[src/mrs_pkg.sv]
// Package for the reset sequencer: register map, fields, states, timing.
// Assumes a single 250 MHz clock domain (pclk) and an APB register bus.
package mrs_pkg;

    // ------------------------------------------------------------
    // Clock and timing
    // ------------------------------------------------------------
    localparam longint unsigned CLK_MHZ      = 64'd250;
    localparam longint unsigned DRT_SHORT_NS = 64'd560000;
    localparam longint unsigned DRT_LONG_NS  = 64'd18000000;
    // Rounded down; timer lengths are nominal delays, not bounds
    localparam int unsigned DRT_SHORT_CYC = 32'(DRT_SHORT_NS * CLK_MHZ / 64'd1000);
    localparam int unsigned DRT_LONG_CYC  = 32'(DRT_LONG_NS * CLK_MHZ / 64'd1000);
    localparam int unsigned DRT_W         = 32;

    // ------------------------------------------------------------
    // Register indices (byte address is four times the index)
    // ------------------------------------------------------------
    localparam logic [3:0] IDX_CFG      = 4'h0;
    localparam logic [3:0] IDX_IRQ_STAT = 4'h1;
    localparam logic [3:0] IDX_IRQ_MASK = 4'h2;
    localparam logic [3:0] IDX_STATUS   = 4'h3;
    localparam logic [3:0] IDX_CAUSE    = 4'h4;
    localparam int unsigned ADDR_LSB    = 2;
    localparam int unsigned ADDR_W      = 12;

    // ------------------------------------------------------------
    // Fields
    // ------------------------------------------------------------
    localparam int unsigned CFG_LVR_BIT  = 0;
    localparam int unsigned CFG_LONG_BIT = 1;
    localparam int unsigned ST_TO_BIT    = 4;
    localparam int unsigned ST_PD_BIT    = 3;
    localparam int unsigned NUM_EV       = 6;
    localparam int unsigned EV_POR       = 0;
    localparam int unsigned EV_LVR       = 1;
    localparam int unsigned EV_PIN       = 2;
    localparam int unsigned EV_P0        = 3;
    localparam int unsigned EV_WDT       = 4;
    localparam int unsigned EV_REL       = 5;

    localparam logic [9:0] RESET_VECTOR = 10'h3ff;
    localparam logic [9:0] WRAP_VECTOR  = 10'h000;
    localparam logic [1:0] CFG_RST      = 2'h0;
    localparam int unsigned P0_W        = 7;

    typedef enum logic [3:0] {
        ST_HOLD  = 4'h1,
        ST_COUNT = 4'h2,
        ST_RUN   = 4'h4,
        ST_HALT  = 4'h8
    } mrs_state_t;

    // Core side requests, one-cycle strobes except the flag data
    typedef struct packed {
        logic       watchdog_clear_instr;
        logic       halt;
        logic       vec_nop;
        logic       flags_we;
        logic [2:0] flags_wdata;
    } mrs_core_req_t;

endpackage : mrs_pkg

[src/mrs_reset_seq.sv]
// Reset sequencer top: merges reset sources, times the release, keeps
// the timeout/power-down status, and exposes registers over APB.
// Assumes all inputs synchronous to pclk; presetn is the power-up reset.
//
// What this block does
// [RL1] Five sources reset the core
// [RL2] Fetch from 3ffh, a nop wraps to 000h
// [RL3] Cause sets timeout and power-down bits
// [RL4] Status word resets to 00011xxx or 000qquuu
// [RL5] Arithmetic flags survive internal resets
// [RL6] Wake-up from halt is a full reset
// [RL7] Power-up holds until pin high, then timer
// [RL8] Power-on resets only on rising supply
// [RL9] Timer length is selectable, core held meanwhile
// [RL10] Watchdog timeout restarts the reset timer
// [RL11] Port zero falling edge wakes from halt
// [RL12] Low-voltage option turns clear pin into input
// [RL13] Watchdog clear and halt update status bits
// [RL14] Low clear pin holds reset, timer restarts
//
// Chosen here: the APB register port.
`timescale 1ns/1ps
`default_nettype none
module mrs_reset_seq #(
    parameter int unsigned SHORT_CYC = mrs_pkg::DRT_SHORT_CYC,
    parameter int unsigned LONG_CYC  = mrs_pkg::DRT_LONG_CYC
) (
    input  wire logic                         pclk,
    input  wire logic                         presetn,
    input  wire logic                         psel,
    input  wire logic                         penable,
    input  wire logic                         pwrite,
    input  wire logic [mrs_pkg::ADDR_W-1:0]   paddr,
    input  wire logic [31:0]                  pwdata,
    output logic [31:0]                       prdata,
    output logic                              pready,
    output logic                              pslverr,
    input  wire logic                         supply_ok,
    input  wire logic                         low_voltage_reset,
    input  wire logic                         external_clear_pin,
    input  wire logic [mrs_pkg::P0_W-1:0]     port_zero,
    input  wire logic                         watchdog_timer,
    input  wire mrs_pkg::mrs_core_req_t       core_req,
    output logic                              core_reset_n,
    output logic [9:0]                        fetch_addr,
    output logic                              halted,
    output logic                              irq
);
    import mrs_pkg::*;

    // ------------------------------------------------------------
    // State
    // ------------------------------------------------------------
    typedef struct packed {
        mrs_state_t        st;
        logic [1:0]        cfg;
        logic [NUM_EV-1:0] irq_stat;
        logic [NUM_EV-1:0] irq_mask;
        logic              timeout_flag;
        logic              powerdown_flag;
        logic [2:0]        arith;
        logic [NUM_EV-1:0] cause;
        logic [9:0]        fetch_addr;
        logic              supply_prev;
        logic              drt_start;
        logic [31:0]       prdata;
        logic              pslverr;
    } mrs_top_st_t;

    mrs_top_st_t s_q, s_d;

    logic              drt_done;
    logic              p0_fall;
    logic              pin_is_reset;
    logic              pin_rst;
    logic              lvr_rst;
    logic              por_ev;
    logic              wdt_ev;
    logic              p0_ev;
    logic              in_halt;
    logic              setup;
    logic              acc_wr;
    logic [3:0]        idx;
    logic              mapped;
    logic [NUM_EV-1:0] ev;
    logic [7:0]        status_word;

    // ------------------------------------------------------------
    // Sub-blocks
    // ------------------------------------------------------------
    mrs_drt #(
        .SHORT_CYC (SHORT_CYC),
        .LONG_CYC  (LONG_CYC)
    ) u_drt (
        .pclk     (pclk),
        .presetn  (presetn),
        .start    (s_q.drt_start),
        .hold     (s_q.st == ST_HOLD),
        .long_sel (s_q.cfg[CFG_LONG_BIT]),
        .done     (drt_done)
    );

    mrs_p0_wake #(
        .N (P0_W)
    ) u_p0 (
        .pclk    (pclk),
        .presetn (presetn),
        .pins    (port_zero),
        .fall    (p0_fall)
    );

    // ------------------------------------------------------------
    // Reset sources
    // ------------------------------------------------------------
    assign in_halt      = (s_q.st == ST_HALT);
    assign pin_is_reset = ~s_q.cfg[CFG_LVR_BIT];                     // [RL12]
    assign pin_rst      = pin_is_reset & ~external_clear_pin;         // [RL14]
    assign lvr_rst      = s_q.cfg[CFG_LVR_BIT] & low_voltage_reset;   // [RL1]
    assign por_ev       = supply_ok & ~s_q.supply_prev;              // [RL8]
    assign wdt_ev       = watchdog_timer & (s_q.st != ST_HOLD);      // [RL10]
    assign p0_ev        = in_halt & p0_fall;                         // [RL11]

    assign status_word = {3'h0, s_q.timeout_flag, s_q.powerdown_flag, s_q.arith};

    // ------------------------------------------------------------
    // Bus decode
    // ------------------------------------------------------------
    assign setup  = psel & ~penable;
    assign acc_wr = psel & penable & pwrite & ~s_q.pslverr;
    assign idx    = paddr[ADDR_LSB +: 4];
    assign mapped = (paddr[ADDR_W-1:ADDR_LSB+4] == '0) & (idx <= IDX_CAUSE)
                  & (paddr[ADDR_LSB-1:0] == '0);

    // ------------------------------------------------------------
    // Next state
    // ------------------------------------------------------------
    always_comb begin
        s_d             = s_q;
        ev              = '0;
        s_d.supply_prev = supply_ok;
        s_d.drt_start   = 1'b0;

        if (por_ev) begin
            // Power-on: full 1,1 and wait for the pin
            s_d.st             = ST_HOLD;                                // [RL1]
            s_d.timeout_flag   = 1'b1;                                   // [RL3]
            s_d.powerdown_flag = 1'b1;                                   // [RL4]
            ev[EV_POR]         = 1'b1;
        end else if (lvr_rst) begin
            s_d.st             = ST_HOLD;                                // [RL1]
            s_d.timeout_flag   = 1'b1;
            s_d.powerdown_flag = 1'b1;
            ev[EV_LVR]         = 1'b1;
        end else if (pin_rst) begin
            // Held for as long as the pin stays low
            if (s_q.st != ST_HOLD) begin
                ev[EV_PIN] = 1'b1;
            end
            if (in_halt) begin
                s_d.timeout_flag   = 1'b1;                               // [RL3]
                s_d.powerdown_flag = 1'b0;                               // [RL6]
            end
            s_d.st = ST_HOLD;                                            // [RL14]
        end else if (wdt_ev) begin
            s_d.timeout_flag   = 1'b0;                                   // [RL3]
            s_d.powerdown_flag = ~in_halt;                               // [RL6]
            s_d.st             = ST_COUNT;
            s_d.drt_start      = 1'b1;                                   // [RL10]
            ev[EV_WDT]         = 1'b1;
        end else if (p0_ev) begin
            s_d.timeout_flag   = 1'b1;
            s_d.powerdown_flag = 1'b0;
            s_d.st             = ST_COUNT;                               // [RL11]
            s_d.drt_start      = 1'b1;
            ev[EV_P0]          = 1'b1;
        end else begin
            case (s_q.st)
                ST_HOLD: begin
                    // Latch set, timer cleared until pin reads high
                    s_d.st        = ST_COUNT;                            // [RL7]
                    s_d.drt_start = 1'b1;
                end
                ST_COUNT: begin
                    if (drt_done) begin
                        s_d.st         = ST_RUN;                         // [RL9]
                        s_d.fetch_addr = RESET_VECTOR;                   // [RL2]
                        ev[EV_REL]     = 1'b1;
                    end
                end
                ST_RUN: begin
                    if (core_req.halt) begin
                        s_d.st             = ST_HALT;
                        s_d.timeout_flag   = 1'b1;                       // [RL13]
                        s_d.powerdown_flag = 1'b0;
                    end else if (core_req.watchdog_clear_instr) begin
                        s_d.timeout_flag   = 1'b1;                       // [RL13]
                        s_d.powerdown_flag = 1'b1;
                    end
                    if (core_req.vec_nop && s_q.fetch_addr == RESET_VECTOR) begin
                        s_d.fetch_addr = WRAP_VECTOR;                    // [RL2]
                    end
                end
                ST_HALT: begin
                    s_d.st = ST_HALT;
                end
                default: begin
                    s_d.st = ST_HOLD;
                end
            endcase
        end

        if (ev != '0) begin
            s_d.cause = ev;
        end

        // Arithmetic flags: never touched by internal resets
        if (acc_wr && idx == IDX_STATUS) begin
            s_d.arith = pwdata[2:0];                                     // [RL5]
        end
        if (core_req.flags_we && s_q.st == ST_RUN) begin
            s_d.arith = core_req.flags_wdata;
        end

        // Register writes
        if (acc_wr && idx == IDX_CFG) begin
            s_d.cfg = pwdata[1:0];
        end
        if (acc_wr && idx == IDX_IRQ_MASK) begin
            s_d.irq_mask = pwdata[NUM_EV-1:0];
        end
        if (acc_wr && idx == IDX_IRQ_STAT) begin
            s_d.irq_stat = s_q.irq_stat & ~pwdata[NUM_EV-1:0];
        end
        // Set wins over a same-cycle clear
        s_d.irq_stat = s_d.irq_stat | ev;

        // Read data captured in setup, so the access phase has no wait
        if (setup) begin
            s_d.pslverr = ~mapped;
            case (idx)
                IDX_CFG:      s_d.prdata = {30'h0, s_q.cfg};
                IDX_IRQ_STAT: s_d.prdata = {26'h0, s_q.irq_stat};
                IDX_IRQ_MASK: s_d.prdata = {26'h0, s_q.irq_mask};
                IDX_STATUS:   s_d.prdata = {24'h0, status_word};
                IDX_CAUSE:    s_d.prdata = {26'h0, s_q.cause};
                default:      s_d.prdata = 32'h0;
            endcase
            if (!mapped) begin
                s_d.prdata = 32'h0;
            end
        end
    end

    // ------------------------------------------------------------
    // Registers
    // ------------------------------------------------------------
    // Power-up: reset latch set, timer cleared, status 00011 with
    // arithmetic flags at an arbitrary but defined zero
    always_ff @(posedge pclk or negedge presetn) begin
        if (!presetn) begin
            s_q                <= '0;
            s_q.st             <= ST_HOLD;                               // [RL7]
            s_q.cfg            <= CFG_RST;
            s_q.timeout_flag   <= 1'b1;                                  // [RL4]
            s_q.powerdown_flag <= 1'b1;
            s_q.irq_stat       <= 6'h01;
            s_q.cause          <= 6'h01;
            s_q.supply_prev    <= 1'b1;
        end else begin
            s_q <= s_d;
        end
    end

    // ------------------------------------------------------------
    // Outputs
    // ------------------------------------------------------------
    assign core_reset_n = (s_q.st == ST_RUN) | (s_q.st == ST_HALT);    // [RL9]
    assign fetch_addr   = s_q.fetch_addr;
    assign halted       = in_halt;
    assign irq          = |(s_q.irq_stat & s_q.irq_mask);
    assign prdata       = s_q.prdata;
    assign pready       = 1'b1;
    assign pslverr      = psel & penable & s_q.pslverr;

endmodule : mrs_reset_seq
`default_nettype wire

[src/mrs_drt.sv]
// Device reset timer: counts a selectable number of cycles after a start.
// Assumes start and hold come from registered control logic.
`timescale 1ns/1ps
`default_nettype none
module mrs_drt #(
    parameter int unsigned SHORT_CYC = mrs_pkg::DRT_SHORT_CYC,
    parameter int unsigned LONG_CYC  = mrs_pkg::DRT_LONG_CYC
) (
    input  wire logic pclk,
    input  wire logic presetn,
    input  wire logic start,
    input  wire logic hold,
    input  wire logic long_sel,
    output logic      done
);
    import mrs_pkg::*;

    typedef struct packed {
        logic             busy;
        logic             done;
        logic [DRT_W-1:0] cnt;
    } mrs_drt_st_t;

    mrs_drt_st_t s_q, s_d;

    always_comb begin
        s_d      = s_q;
        s_d.done = 1'b0;
        if (hold) begin
            s_d.busy = 1'b0;
            s_d.cnt  = '0;
        end else if (start) begin
            s_d.busy = 1'b1;
            s_d.cnt  = long_sel ? DRT_W'(LONG_CYC) : DRT_W'(SHORT_CYC);
        end else if (s_q.busy) begin
            s_d.cnt = s_q.cnt - DRT_W'(1);
            if (s_q.cnt <= DRT_W'(1)) begin
                s_d.busy = 1'b0;
                s_d.done = 1'b1;
            end
        end
    end

    always_ff @(posedge pclk or negedge presetn) begin
        if (!presetn) begin
            s_q <= '0;
        end else begin
            s_q <= s_d;
        end
    end

    assign done = s_q.done;

endmodule : mrs_drt
`default_nettype wire

[src/mrs_p0_wake.sv]
// High-to-low change detector over the port zero pins.
// Assumes pins are synchronous to pclk.
`timescale 1ns/1ps
`default_nettype none
module mrs_p0_wake #(
    parameter int unsigned N = mrs_pkg::P0_W
) (
    input  wire logic         pclk,
    input  wire logic         presetn,
    input  wire logic [N-1:0] pins,
    output logic              fall
);
    import mrs_pkg::*;

    logic [N-1:0] prev_q;
    logic [N-1:0] fall_bit;

    // Idle level is high, so a pin already low at release fires once
    always_ff @(posedge pclk or negedge presetn) begin
        if (!presetn) begin
            prev_q <= '1;
        end else begin
            prev_q <= pins;
        end
    end

    for (genvar i = 0; i < N; i++) begin : g_pin
        assign fall_bit[i] = prev_q[i] & ~pins[i];
    end

    assign fall = |fall_bit;

endmodule : mrs_p0_wake
`default_nettype wire

[config.mk]
export PLATFORM = sky130hd
export DESIGN_NAME = mrs_reset_seq
export DESIGN_NICKNAME = d
export VERILOG_FILES = /design/src/mrs_pkg.sv /design/src/mrs_reset_seq.sv /design/src/mrs_drt.sv /design/src/mrs_p0_wake.sv
export SDC_FILE = /design/constraint.sdc
export NUM_CORES = 1
export LEC_CHECK = 0
export BUFFER_PORTS_ARGS = -buffer_cell sky130_fd_sc_hd__buf_2
export CAP_MARGIN = 20
export CORE_ASPECT_RATIO = 1.4
export CORE_MARGIN = 3
export CORE_UTILIZATION = 53
export DETAILED_ROUTE_END_ITERATION = 6
export HOLD_SLACK_MARGIN = 0.1
export PLACE_DENSITY_LB_ADDON = 0.12
export SYNTH_ARGS = -nofsm -noshare
export SYNTH_HDL_FRONTEND = slang
export SYNTH_SLANG_ARGS = --single-unit
[constraint.sdc]
create_clock -name pclk -period 2.3 [get_ports pclk]
set_input_delay 0.345 -clock pclk [delete_from_list [all_inputs] [get_ports pclk]]
set_output_delay 0.345 -clock pclk [all_outputs]
set_load 0.01 [all_outputs]
==> impl_results.md, run 1 <==
* Result of the run: completed
* Initial core utilization at 0.554
* Unrepaired setup endpoints after global routing: no
* Most frequent cell after synthesis: sky130_fd_sc_hd__dfrtp_1
* Clock transition at path regs at approximately 80 ps
* CP max FO at 9
* Number of CTS-inserted buffers at 9
* Number of antenna violations at the first check in global routing at 0
* Total of warnings raised by yosys at 0
* Average cell area after synthesis at roughly 9.8 sq um
* Number of max-cap violations at 0
* Deepest level of the CTS H-tree at 3
* Max-slew headroom at 0.528
* Areal power density over the cells at approximately 660 nW/um^2
* Hold WS at 190 ps
* Vias in the first global route at ~3200
* Post-synthesis sequential area ratio at 0.462
* FF+latch area at between 2000 and 2500 sq um
* Startpoint Class: flip-flop
* DRT Pass-1 Iters at 5
* Horizontal die dimension at 82.7 microns
* Instance count along the most critical hold path at 3
* Fraction of synthesized cell area taken by the top area cell type at 0.384
* Hold Violations, Final at 0
* Final-report max-slew violation count at 0
* Fin nets at 581
* Post-synthesis register bit count at 80
* Pin count of the biggest net entering global routing at between 40 and 50
* Reg-to-Reg End: u_drt.s_q[10]
* First-pass GRT wire length at about 15 mm
* Syn Inst Count at 447
* Vias at 3310
* Final worst-path cycle share at 0.889
* Vertical die dimension at ~110 microns
* Worst Skew at ~13 ps
* Critical Path Slowest Stage Cell: sky130_fd_sc_hd__dfrtp_1
* Maximum frequency from static timing analysis at between 0.4 and 0.5 GHz
* TritonCTS clock tree: yes
* Register-to-register path setup slack at roughly 260 ps
* Final total negative setup slack at 0 ps
* Worst Reg-to-Reg Cells at 5
* Antenna viol nets, final at 0
* Final setup violation count at 0
* Commonest cells in the netlist: sky130_fd_sc_hd__dfrtp_1 (67), sky130_fd_sc_hd__buf_4 (43), sky130_fd_sc_hd__nand2_1 (38), sky130_fd_sc_hd__nor2_1 (38), sky130_fd_sc_hd__a21oi_1 (22)
* Number of synthesized flops with an enable pin at 0
* Count of distinct cell types in the synthesized netlist at between 60 and 70
* CTS Buffer Depth at 2
* Critical Path, Cell by Cell: nor4b_2, buf_4, or2_2, buf_2
* WL final at ~9.3 mm
* Final weighted congestion of routability-driven global placement at about 0.84
* Clock latency on the worst-skew pair at 370 ps
* Pwr Total at 3.26 mW
* Transition at the pin with the smallest max-transition slack at 707 ps
* Total area of multi-input combinational cells at roughly 2000 sq um
* Largest stage delay on the critical path at around 520 ps
* Worst hold start: core_req[2]
* Endpoint with the worst hold slack: s_q[53]
* Share of cells above drive strength 1 at 0.248
* Placed wire-length estimate after detailed placement at 6.96 mm
* Total global routing track utilization at 0.210
* Util after Layout at 0.623
* Remaining DRCs at 0
* Type of element capturing the critical path: primary output
* Count of inserted antenna diode cells at 0
* Total die area at ~9400 sq um
* Cell accounting for the most synthesized area: sky130_fd_sc_hd__dfrtp_1
* Worst setup path category: reg2out
* Leakage power at 2.30 nW
* Post-synth design cell area at 4370 sq um
* Share of synthesized registers carrying an async set or reset at 1.00
* Worst path arrival time at around 1700 ps
* Area growth syn-to-layout at 12.5%
* Count of standard-cell rows at 38
* Number of I/O pins at 114
* Avg WL per Cell at between 15 and 20 microns
* Reg-to-reg startpoint: u_drt.s_q[4]
* CTS Sinks at 80
* Fill cell instance count of the final layout at 700
* Cell types occupying the most area after synthesis: sky130_fd_sc_hd__dfrtp_1 (38%), sky130_fd_sc_hd__dfstp_2 (7.8%), sky130_fd_sc_hd__buf_4 (7.4%)
* Final min period at 2040 ps
* Clock root cell: sky130_fd_sc_hd__clkbuf_8
* Crit path required time at around 2000 ps
* # port buffers at 60
* Worst VDD drop at around 450 uV
* Min-Delay Path Class: in2reg
* Grt ovf at 0
* Total core area at slightly below 8000 sq um
* DRC marker count from the first detailed-route iteration at 190
* Post-synth top flop: sky130_fd_sc_hd__dfrtp_1
* Detail-routed via count per cell at 5.36
## critical path, delay by kind of cell, from the launching register on
| family | cells | cell delay [ps] |
|---|---|---|
| DFF | 1 | 520 |
| buffers and inverters | 2 | 330 |
| and+or+nand+nor | 2 | 480 |
## metrics by stage
stage | cells | setup WS (ps) | instance area [sq um]
finish | 617 | 256 | 4920
global route | 617 | 133 | 4920
CTS | 617 | 121 | 4910
detailed placement | 592 | 276 | 4640
global placement | 592 | 286 | 4640
floorplan | 472 | 267 | 4460
## per-layer routing
layer,vias to the layer above,part of all wire,track usage
met4,0,0.029,0.0927
met1,1571,0.40,0.233
met5,-,0,0
met3,18,0.041,0.0577
met2,73,0.53,0.367
li1,1648,-,-
## layout make-up
type,count,area share
inverter,13,0.00993
tap,100,0.0255
timing repair buffer,87,0.110
sequential,80,0.411
clock inverter,3,0.00356
multi-input combinational,321,0.408
clock buffer,13,0.0323
## where the power goes
group	switching, mW	leakage (nW)	total [mW]	internal (mW)
registers	0.0922	1.04	1.60	1.50
logic	0.434	1.17	0.730	0.297
clock network	0.484	0.0894	0.931	0.448
total	1.01	2.30	3.26	2.25
## how the worst max path moves through the flow
| stage | end | start | cells past startpoint | slack, ps |
|---|---|---|---|---|
| CTS | core_reset_n | s_q[72] | 4 | 120 |
| global route | u_drt.s_q[15] | u_drt.s_q[4] | 5 | 130 |
| floorplan | u_drt.s_q[10] | u_drt.s_q[4] | 7 | 270 |
| global placement | u_drt.s_q[10] | u_drt.s_q[4] | 5 | 290 |
| finish | core_reset_n | s_q[72] | 4 | 260 |
| detailed placement | u_drt.s_q[10] | u_drt.s_q[4] | 5 | 280 |
## registers in the layout, summed over array words and instances, names as in the netlist
| name | cells |
|---|---|
| u_drt.s_q | 33 |
| s_q | 32 |
| u_p0.prev_q | 7 |
| prdata | 6 |
| fetch_addr | 1 |
| u_drt.done | 1 |
## cells in the final DEF (no fill, tap or decap), types with 9 or more instances in the layout
master                          count
sky130_fd_sc_hd__dfstp_2           13
sky130_fd_sc_hd__or3_1              9
sky130_fd_sc_hd__conb_1            27
sky130_fd_sc_hd__nand2_1           38
sky130_fd_sc_hd__xnor2_1           17
sky130_fd_sc_hd__clkbuf_8          11
sky130_fd_sc_hd__nor4_1            12
sky130_fd_sc_hd__xor2_1            14
sky130_fd_sc_hd__inv_1             13
sky130_fd_sc_hd__dlygate4sd3_1      9
sky130_fd_sc_hd__dfrtp_1           67
sky130_fd_sc_hd__buf_2             59
sky130_fd_sc_hd__o21ai_0           12
sky130_fd_sc_hd__nor2_1            38
sky130_fd_sc_hd__buf_4             18
sky130_fd_sc_hd__a21oi_1           22
sky130_fd_sc_hd__nor3_1            14
## timing repair
| action | 4_1_cts | 5_1_grt |
|---|---|---|
| hold buffers | 9 | 0 |
| resized for setup | 0 | 1 |
| endpoints found under the setup margin | 0 | 1 |
| endpoints found under the hold margin | 50 | 0 |
| setup buffers | 0 | 0 |
## logic make-up (layout without fill, tap and decap cells)
| kind of cell | after synthesis | count (layout) | synth area share |
|---|---|---|---|
| mux | 12 | 12 | 0.0298 |
| fa+ha+maj | 2 | 2 | 0.00573 |
| buf+inv | 71 | 116 | 0.102 |
| flops | 80 | 80 | 0.462 |
| other cells | 2 | 27 | 0.00172 |
| compound gates | 79 | 79 | 0.118 |
| simple gates | 170 | 170 | 0.219 |
| xor+xnor | 31 | 31 | 0.0621 |
Note: power is estimated with default switching activity, not from simulation.
==> inputs of run 2 (changes only) <==
- CORE_UTILIZATION: 53 -> 45
- CTS_CLUSTER_SIZE: unset -> 28
==> impl_results.md, run 2 (same netlist as run 1, synthesis figures left out) <==
* Result of the run: completed
* Vias in the first global route at between 3000 and 4000
* WL final at a little under 10 mm
* Avg WL per Cell at 15.5 microns
* # port buffers at 60
* Max Used Layer: met4
* Hold Violations, Final at 0
* Clock latency on the worst-skew pair at 330 ps
* CP max FO at 3
* Clock transition at path regs at 60 ps
* Total length of routed met3 wires at just under 400 microns
* Areal power density over the cells at around 740 nW/um^2
* Most frequent cells in the layout: sky130_fd_sc_hd__dfrtp_1 (67), sky130_fd_sc_hd__buf_2 (59), sky130_fd_sc_hd__nor2_1 (38), sky130_fd_sc_hd__nand2_1 (38), sky130_fd_sc_hd__conb_1 (27)
* Number of I/O pins at around 110
* Clock root cell: sky130_fd_sc_hd__clkbuf_16
* Detail-routed via count per cell at 5.41
* TritonCTS clock tree: yes
* Vias at 3355
* Share of cells above drive strength 1 at 0.257
* Total global routing track utilization at 0.182
* First-pass GRT wire length at approximately 15 mm
* Final total negative setup slack at 0 ps
* Final min period at between 2000 and 2500 ps
* Final-report max-slew violation count at 0
* Worst VDD drop at slightly below 400 uV
* Fin nets at around 580
* Number of CTS-inserted buffers at 9
* Transition at the pin with the smallest max-transition slack at ~700 ps
* Worst Reg-to-Reg Cells at 7
* Critical Path, Cell by Cell: inv_1, ha_1, or4bb_1, or4_1, nor3_1, xnor2_1, nor2_1
* Total area of multi-input combinational cells at around 2000 sq um
* Final worst-path cycle share at 0.909
* Crit path required time at roughly 2500 ps
* FF+latch area at approximately 2000 sq um
* DRT Pass-1 Iters at 5
* Number of antenna violations at the first check in global routing at 0
* Stages on worst setup path at 7
* Worst path arrival time at ~2300 ps
* Unrepaired setup endpoints after global routing: no
* Number of setup buffers added after CTS at 0
* CTS Buffer Depth at 2
* Worst setup path category: reg2reg
* Max-slew headroom at 0.538
* Instance count along the most critical hold path at 1
* Startpoint Class: flip-flop
* Max reg flops at 33
* Number of max-cap violations at 0
* Remaining DRCs at 0
* Grt ovf at 0
* Initial core utilization at 0.473
* Area after DPL at around 4700 sq um
* Register with the highest flop count: u_drt.s_q
* Vertical die dimension at between 100 and 150 microns
* Worst Setup Slack, final at about 210 ps
* Total routed wire length on the met1 layer at between 3 and 4 mm
* Total die area at approximately 11000 sq um
* Top flop regs: u_drt.s_q x33, s_q x32, u_p0.prev_q x7
* Antenna viol nets, final at 0
* Count of inserted antenna diode cells at 0
* Total core area at ~9200 sq um
* Routed length on met2 at 5.13 mm
* Final setup violation count at 0
* Leakage power at between 2 and 2.5 nW
* Largest delay share family, worst path: simple AND/OR/NAND/NOR gates
* Cell area after layout at 4980 sq um
* Worst Skew at around 3.7 ps
* Leading cell type in the layout, fill and taps excluded: sky130_fd_sc_hd__dfrtp_1
* Count of standard-cell rows at 41
* Pwr Total at between 3 and 4 mW
* DRC marker count from the first detailed-route iteration at between 150 and 200
* Critical Path Slowest Stage Cell: sky130_fd_sc_hd__or4bb_1
* Horizontal die dimension at roughly 89 microns
* Pin count of the biggest net entering global routing at 58
* Placed wire-length estimate after detailed placement at a little over 7 mm
* CTS Sinks at 80
* Min-Delay Path Class: in2reg
* Maximum frequency from static timing analysis at approximately 0.48 GHz
* Area growth syn-to-layout at 13.9%
* Largest stage delay on the critical path at 430 ps
* Worst-case setup slack after placement at 253 ps
* Final weighted congestion of routability-driven global placement at 0.817
* Type of element capturing the critical path: flip-flop
* Deepest level of the CTS H-tree at 3
* Fill cell instance count of the final layout at between 800 and 900
* Buf/Inv on CP at 1
[run 2: cell type report]
cell class,instances,area share
well taps,107,0.0269
multi-input cells,321,0.402
clock inverters,3,0.00302
repair buffers,83,0.0985
inverters,13,0.00980
clock buffers,13,0.0543
flip-flops and latches,80,0.405
[run 2: worst paths after layout]
path,start,end,slack (ps)
setup / recovery,u_drt.s_q[1],u_drt.s_q[24],210
hold / removal,port_zero[5],u_p0.prev_q[5],120
setup reg to reg,u_drt.s_q[1],u_drt.s_q[24],210
hold reg to reg,prdata[2],prdata[2],470
max in group asynchronous,presetn,s_q[70],1190
min in group asynchronous,presetn,prdata[2],450
[run 2: per-stage QoR]
step | utilization | cells | hold WS [ps]
global placement | 0.507 | 603 | 266
floorplan | - | 472 | 49.4
CTS | 0.539 | 620 | 109
finish | 0.539 | 620 | 120
global route | 0.539 | 620 | 110
detailed placement | 0.507 | 603 | 270
[run 2: power breakdown]
group	total (mW)	leakage [nW]	internal (mW)	switching (mW)
Combinational	0.727	1.16	0.297	0.431
Sequential	1.60	1.04	1.51	0.0912
Clock	1.34	0.145	0.813	0.527
Total	3.67	2.34	2.62	1.05
[run 2: metal layers]
metal	vias to the layer above	track usage
met5	-	0
met4	0	0.0782
met3	17	0.0383
met2	74	0.330
met1	1622	0.199
li1	1642	-
[run 2: timing repair]
item,CTS,global route
resized for setup,0,0
hold buffers,1,0
endpoints found under the hold margin,22,0
==> inputs of run 3 (changes only) <==
- PLACE_DENSITY: unset -> 0.7
- PLACE_DENSITY_LB_ADDON: 0.12 -> unset
==> impl_results.md, run 3 (same netlist as run 1, synthesis figures left out) <==
* Result of the run: completed
* Worst setup endpoint: u_drt.s_q[24]
* TritonCTS clock tree: yes
* Fin nets at 573
* Initial core utilization at 0.473
* Number of setup buffers added after CTS at 0
* Clock transition at path regs at about 60 ps
* Final setup violation count at 0
* DP Cell Count at ~600
* CP max FO at 4
* Register-to-register path setup slack at between 200 and 300 ps
* Max reg flops at 33
* First-pass GRT wire length at 15.4 mm
* Timing startpoint of the critical path: u_drt.s_q[0]
* Final worst-path cycle share at 0.889
* Largest stage delay on the critical path at ~450 ps
* Vias at approximately 3300
* Worst Reg-to-Reg Cells at 7
* Critical Path, Cell by Cell: inv_1, ha_1, or4bb_1, or4_1, nor3_1, xnor2_1, nor2_1
* Total die area at 10900 sq um
* Top flop regs: u_drt.s_q x33, s_q x32, u_p0.prev_q x7
* Deepest level of the CTS H-tree at 3
* Reg-to-Reg End: u_drt.s_q[24]
* M3 GR Usage at 0.0423
* Startpoint Class: flip-flop
* Detail-routed via count per cell at 5.41
* DRT Pass-1 Iters at 5
* Share of power burned in registers at 0.406
* Total global routing track utilization at 0.180
* Resized Gates After CTS at 0
* Combinational share of power at 0.182
* Largest delay share family, worst path: simple AND/OR/NAND/NOR gates
* Pin count of the biggest net entering global routing at 48
* Count of standard-cell rows at between 40 and 50
* Worst VDD drop at 491 uV
* Instance count along the most critical hold path at 1
* Clock root cell: sky130_fd_sc_hd__clkbuf_16
* Antenna viol nets, final at 0
* Leading cell type in the layout, fill and taps excluded: sky130_fd_sc_hd__dfrtp_1
* Placed wire-length estimate after detailed placement at 6.96 mm
* Maximum frequency from static timing analysis at a little under 0.5 GHz
* Grt peak-use layer: met2
* Clock latency on the worst-skew pair at ~330 ps
* Leakage power at approximately 2.3 nW
* Util after Layout at 0.542
* Total core area at a little over 9000 sq um
* Type of element capturing the critical path: flip-flop
* DRC marker count from the first detailed-route iteration at 268
* Post-CTS Hold Buffers at 1
* Final total negative setup slack at 0 ps
* Worst Skew at ~5.0 ps
* Share of cells above drive strength 1 at 0.251
* Unrepaired setup endpoints after global routing: no
* Number of I/O pins at 114
* Crit path required time at ~2500 ps
* Remaining DRCs at 0
* Worst setup path category: reg2reg
* Cell Count, Final, Fillers Out at about 620
* Avg WL per Cell at between 15 and 20 microns
* Clock network fraction of total power at 0.412
* Area after DPL at between 4000 and 5000 sq um
* # port buffers at 60
* Cell area after layout at 5010 sq um
* Areal power density over the cells at roughly 790 nW/um^2
* Number of antenna violations at the first check in global routing at 1
* Number of max-cap violations at 0
* Met2 Resource Use GR at 0.304
* Most frequent cells in the layout: sky130_fd_sc_hd__dfrtp_1 (67), sky130_fd_sc_hd__buf_2 (59), sky130_fd_sc_hd__nor2_1 (38), sky130_fd_sc_hd__nand2_1 (38), sky130_fd_sc_hd__conb_1 (27)
* Area growth syn-to-layout at 14.6%
* CTS Sinks at 80
* Psw at about 1.1 mW
* Max-slew headroom at 0.599
* Count of inserted antenna diode cells at 0
* Final min period at just over 2000 ps
* Min-Delay Path Class: in2reg
* Hold WS at approximately 120 ps
* Grt ovf at 0
* Vertical die dimension at approximately 120 microns
* Hold Violations, Final at 0
* Number of CTS-inserted buffers at 9
* Critical Path Slowest Stage Cell: sky130_fd_sc_hd__or4bb_1
* Int Pwr at just under 3 mW
* Horizontal die dimension at around 89 microns
* Worst path arrival time at 2260 ps
* Stages on worst setup path at 7
* Transition at the pin with the smallest max-transition slack at approximately 600 ps
* Register with the highest flop count: u_drt.s_q
* GR met1 Demand/Resource at 0.215
* Worst Setup Slack, final at approximately 260 ps
* CTS Buffer Depth at 2
* Vias in the first global route at around 3300
* WL final at 9.44 mm
* Final-report max-slew violation count at 0
* Pwr Total at roughly 3.9 mW
* Buf/Inv on CP at 1
* Final weighted congestion of routability-driven global placement at roughly 0.84
* Reg-to-reg startpoint: u_drt.s_q[0]
* Worst-case setup slack after placement at 263 ps
* Fraction of power spent switching nets at 0.270
==> run 3: area by class of cell <==
cell class              instances  area [sq um]
clock inverters                 5           104
repair buffers                 79           460
inverters                      13          48.8
clock buffers                  11           243
multi-input cells             321          2000
fillers                       836          4230
flip-flops and latches         80          2020
well taps                     107           134
==> run 3: how the worst min path moves through the flow <==
stage,slack [ps],startpoint,to
after floorplan,50,presetn,fetch_addr[8]
after global placement,320,presetn,s_q[53]
after detailed placement,330,presetn,s_q[53]
after CTS,100,port_zero[5],u_p0.prev_q[5]
after global routing,100,port_zero[5],u_p0.prev_q[5]
final,120,port_zero[5],u_p0.prev_q[5]
==> run 3: power by group through the flow <==
stage / Clock (mW) / Sequential, mW / Combinational [mW]
after global routing: 1.72 / 1.62 / 0.809
after floorplan: 0 / 1.59 / 0.549
final: 1.63 / 1.60 / 0.720
after CTS: 1.66 / 1.60 / 0.723
after global placement: 0 / 1.62 / 0.700
after detailed placement: 0 / 1.62 / 0.711
==> run 3: per-layer routing <==
metal	wire, microns	up-vias	share of wire
met2	4800	84	0.51
li1	-	1626	-
met3	395	21	0.042
met4	244	2	0.026
met1	3990	1602	0.42
met5	11	-	0.0012
==> run 3: worst register-to-register path: cells and delay by family, from the launching register on <==
family                     cells  cell delay (ps)
xor gates and xnor gates       1              150
adders and majority gates      1              150
buffers and inverters          1               80
DFF                            1              410
and+or+nand+nor                4             1130
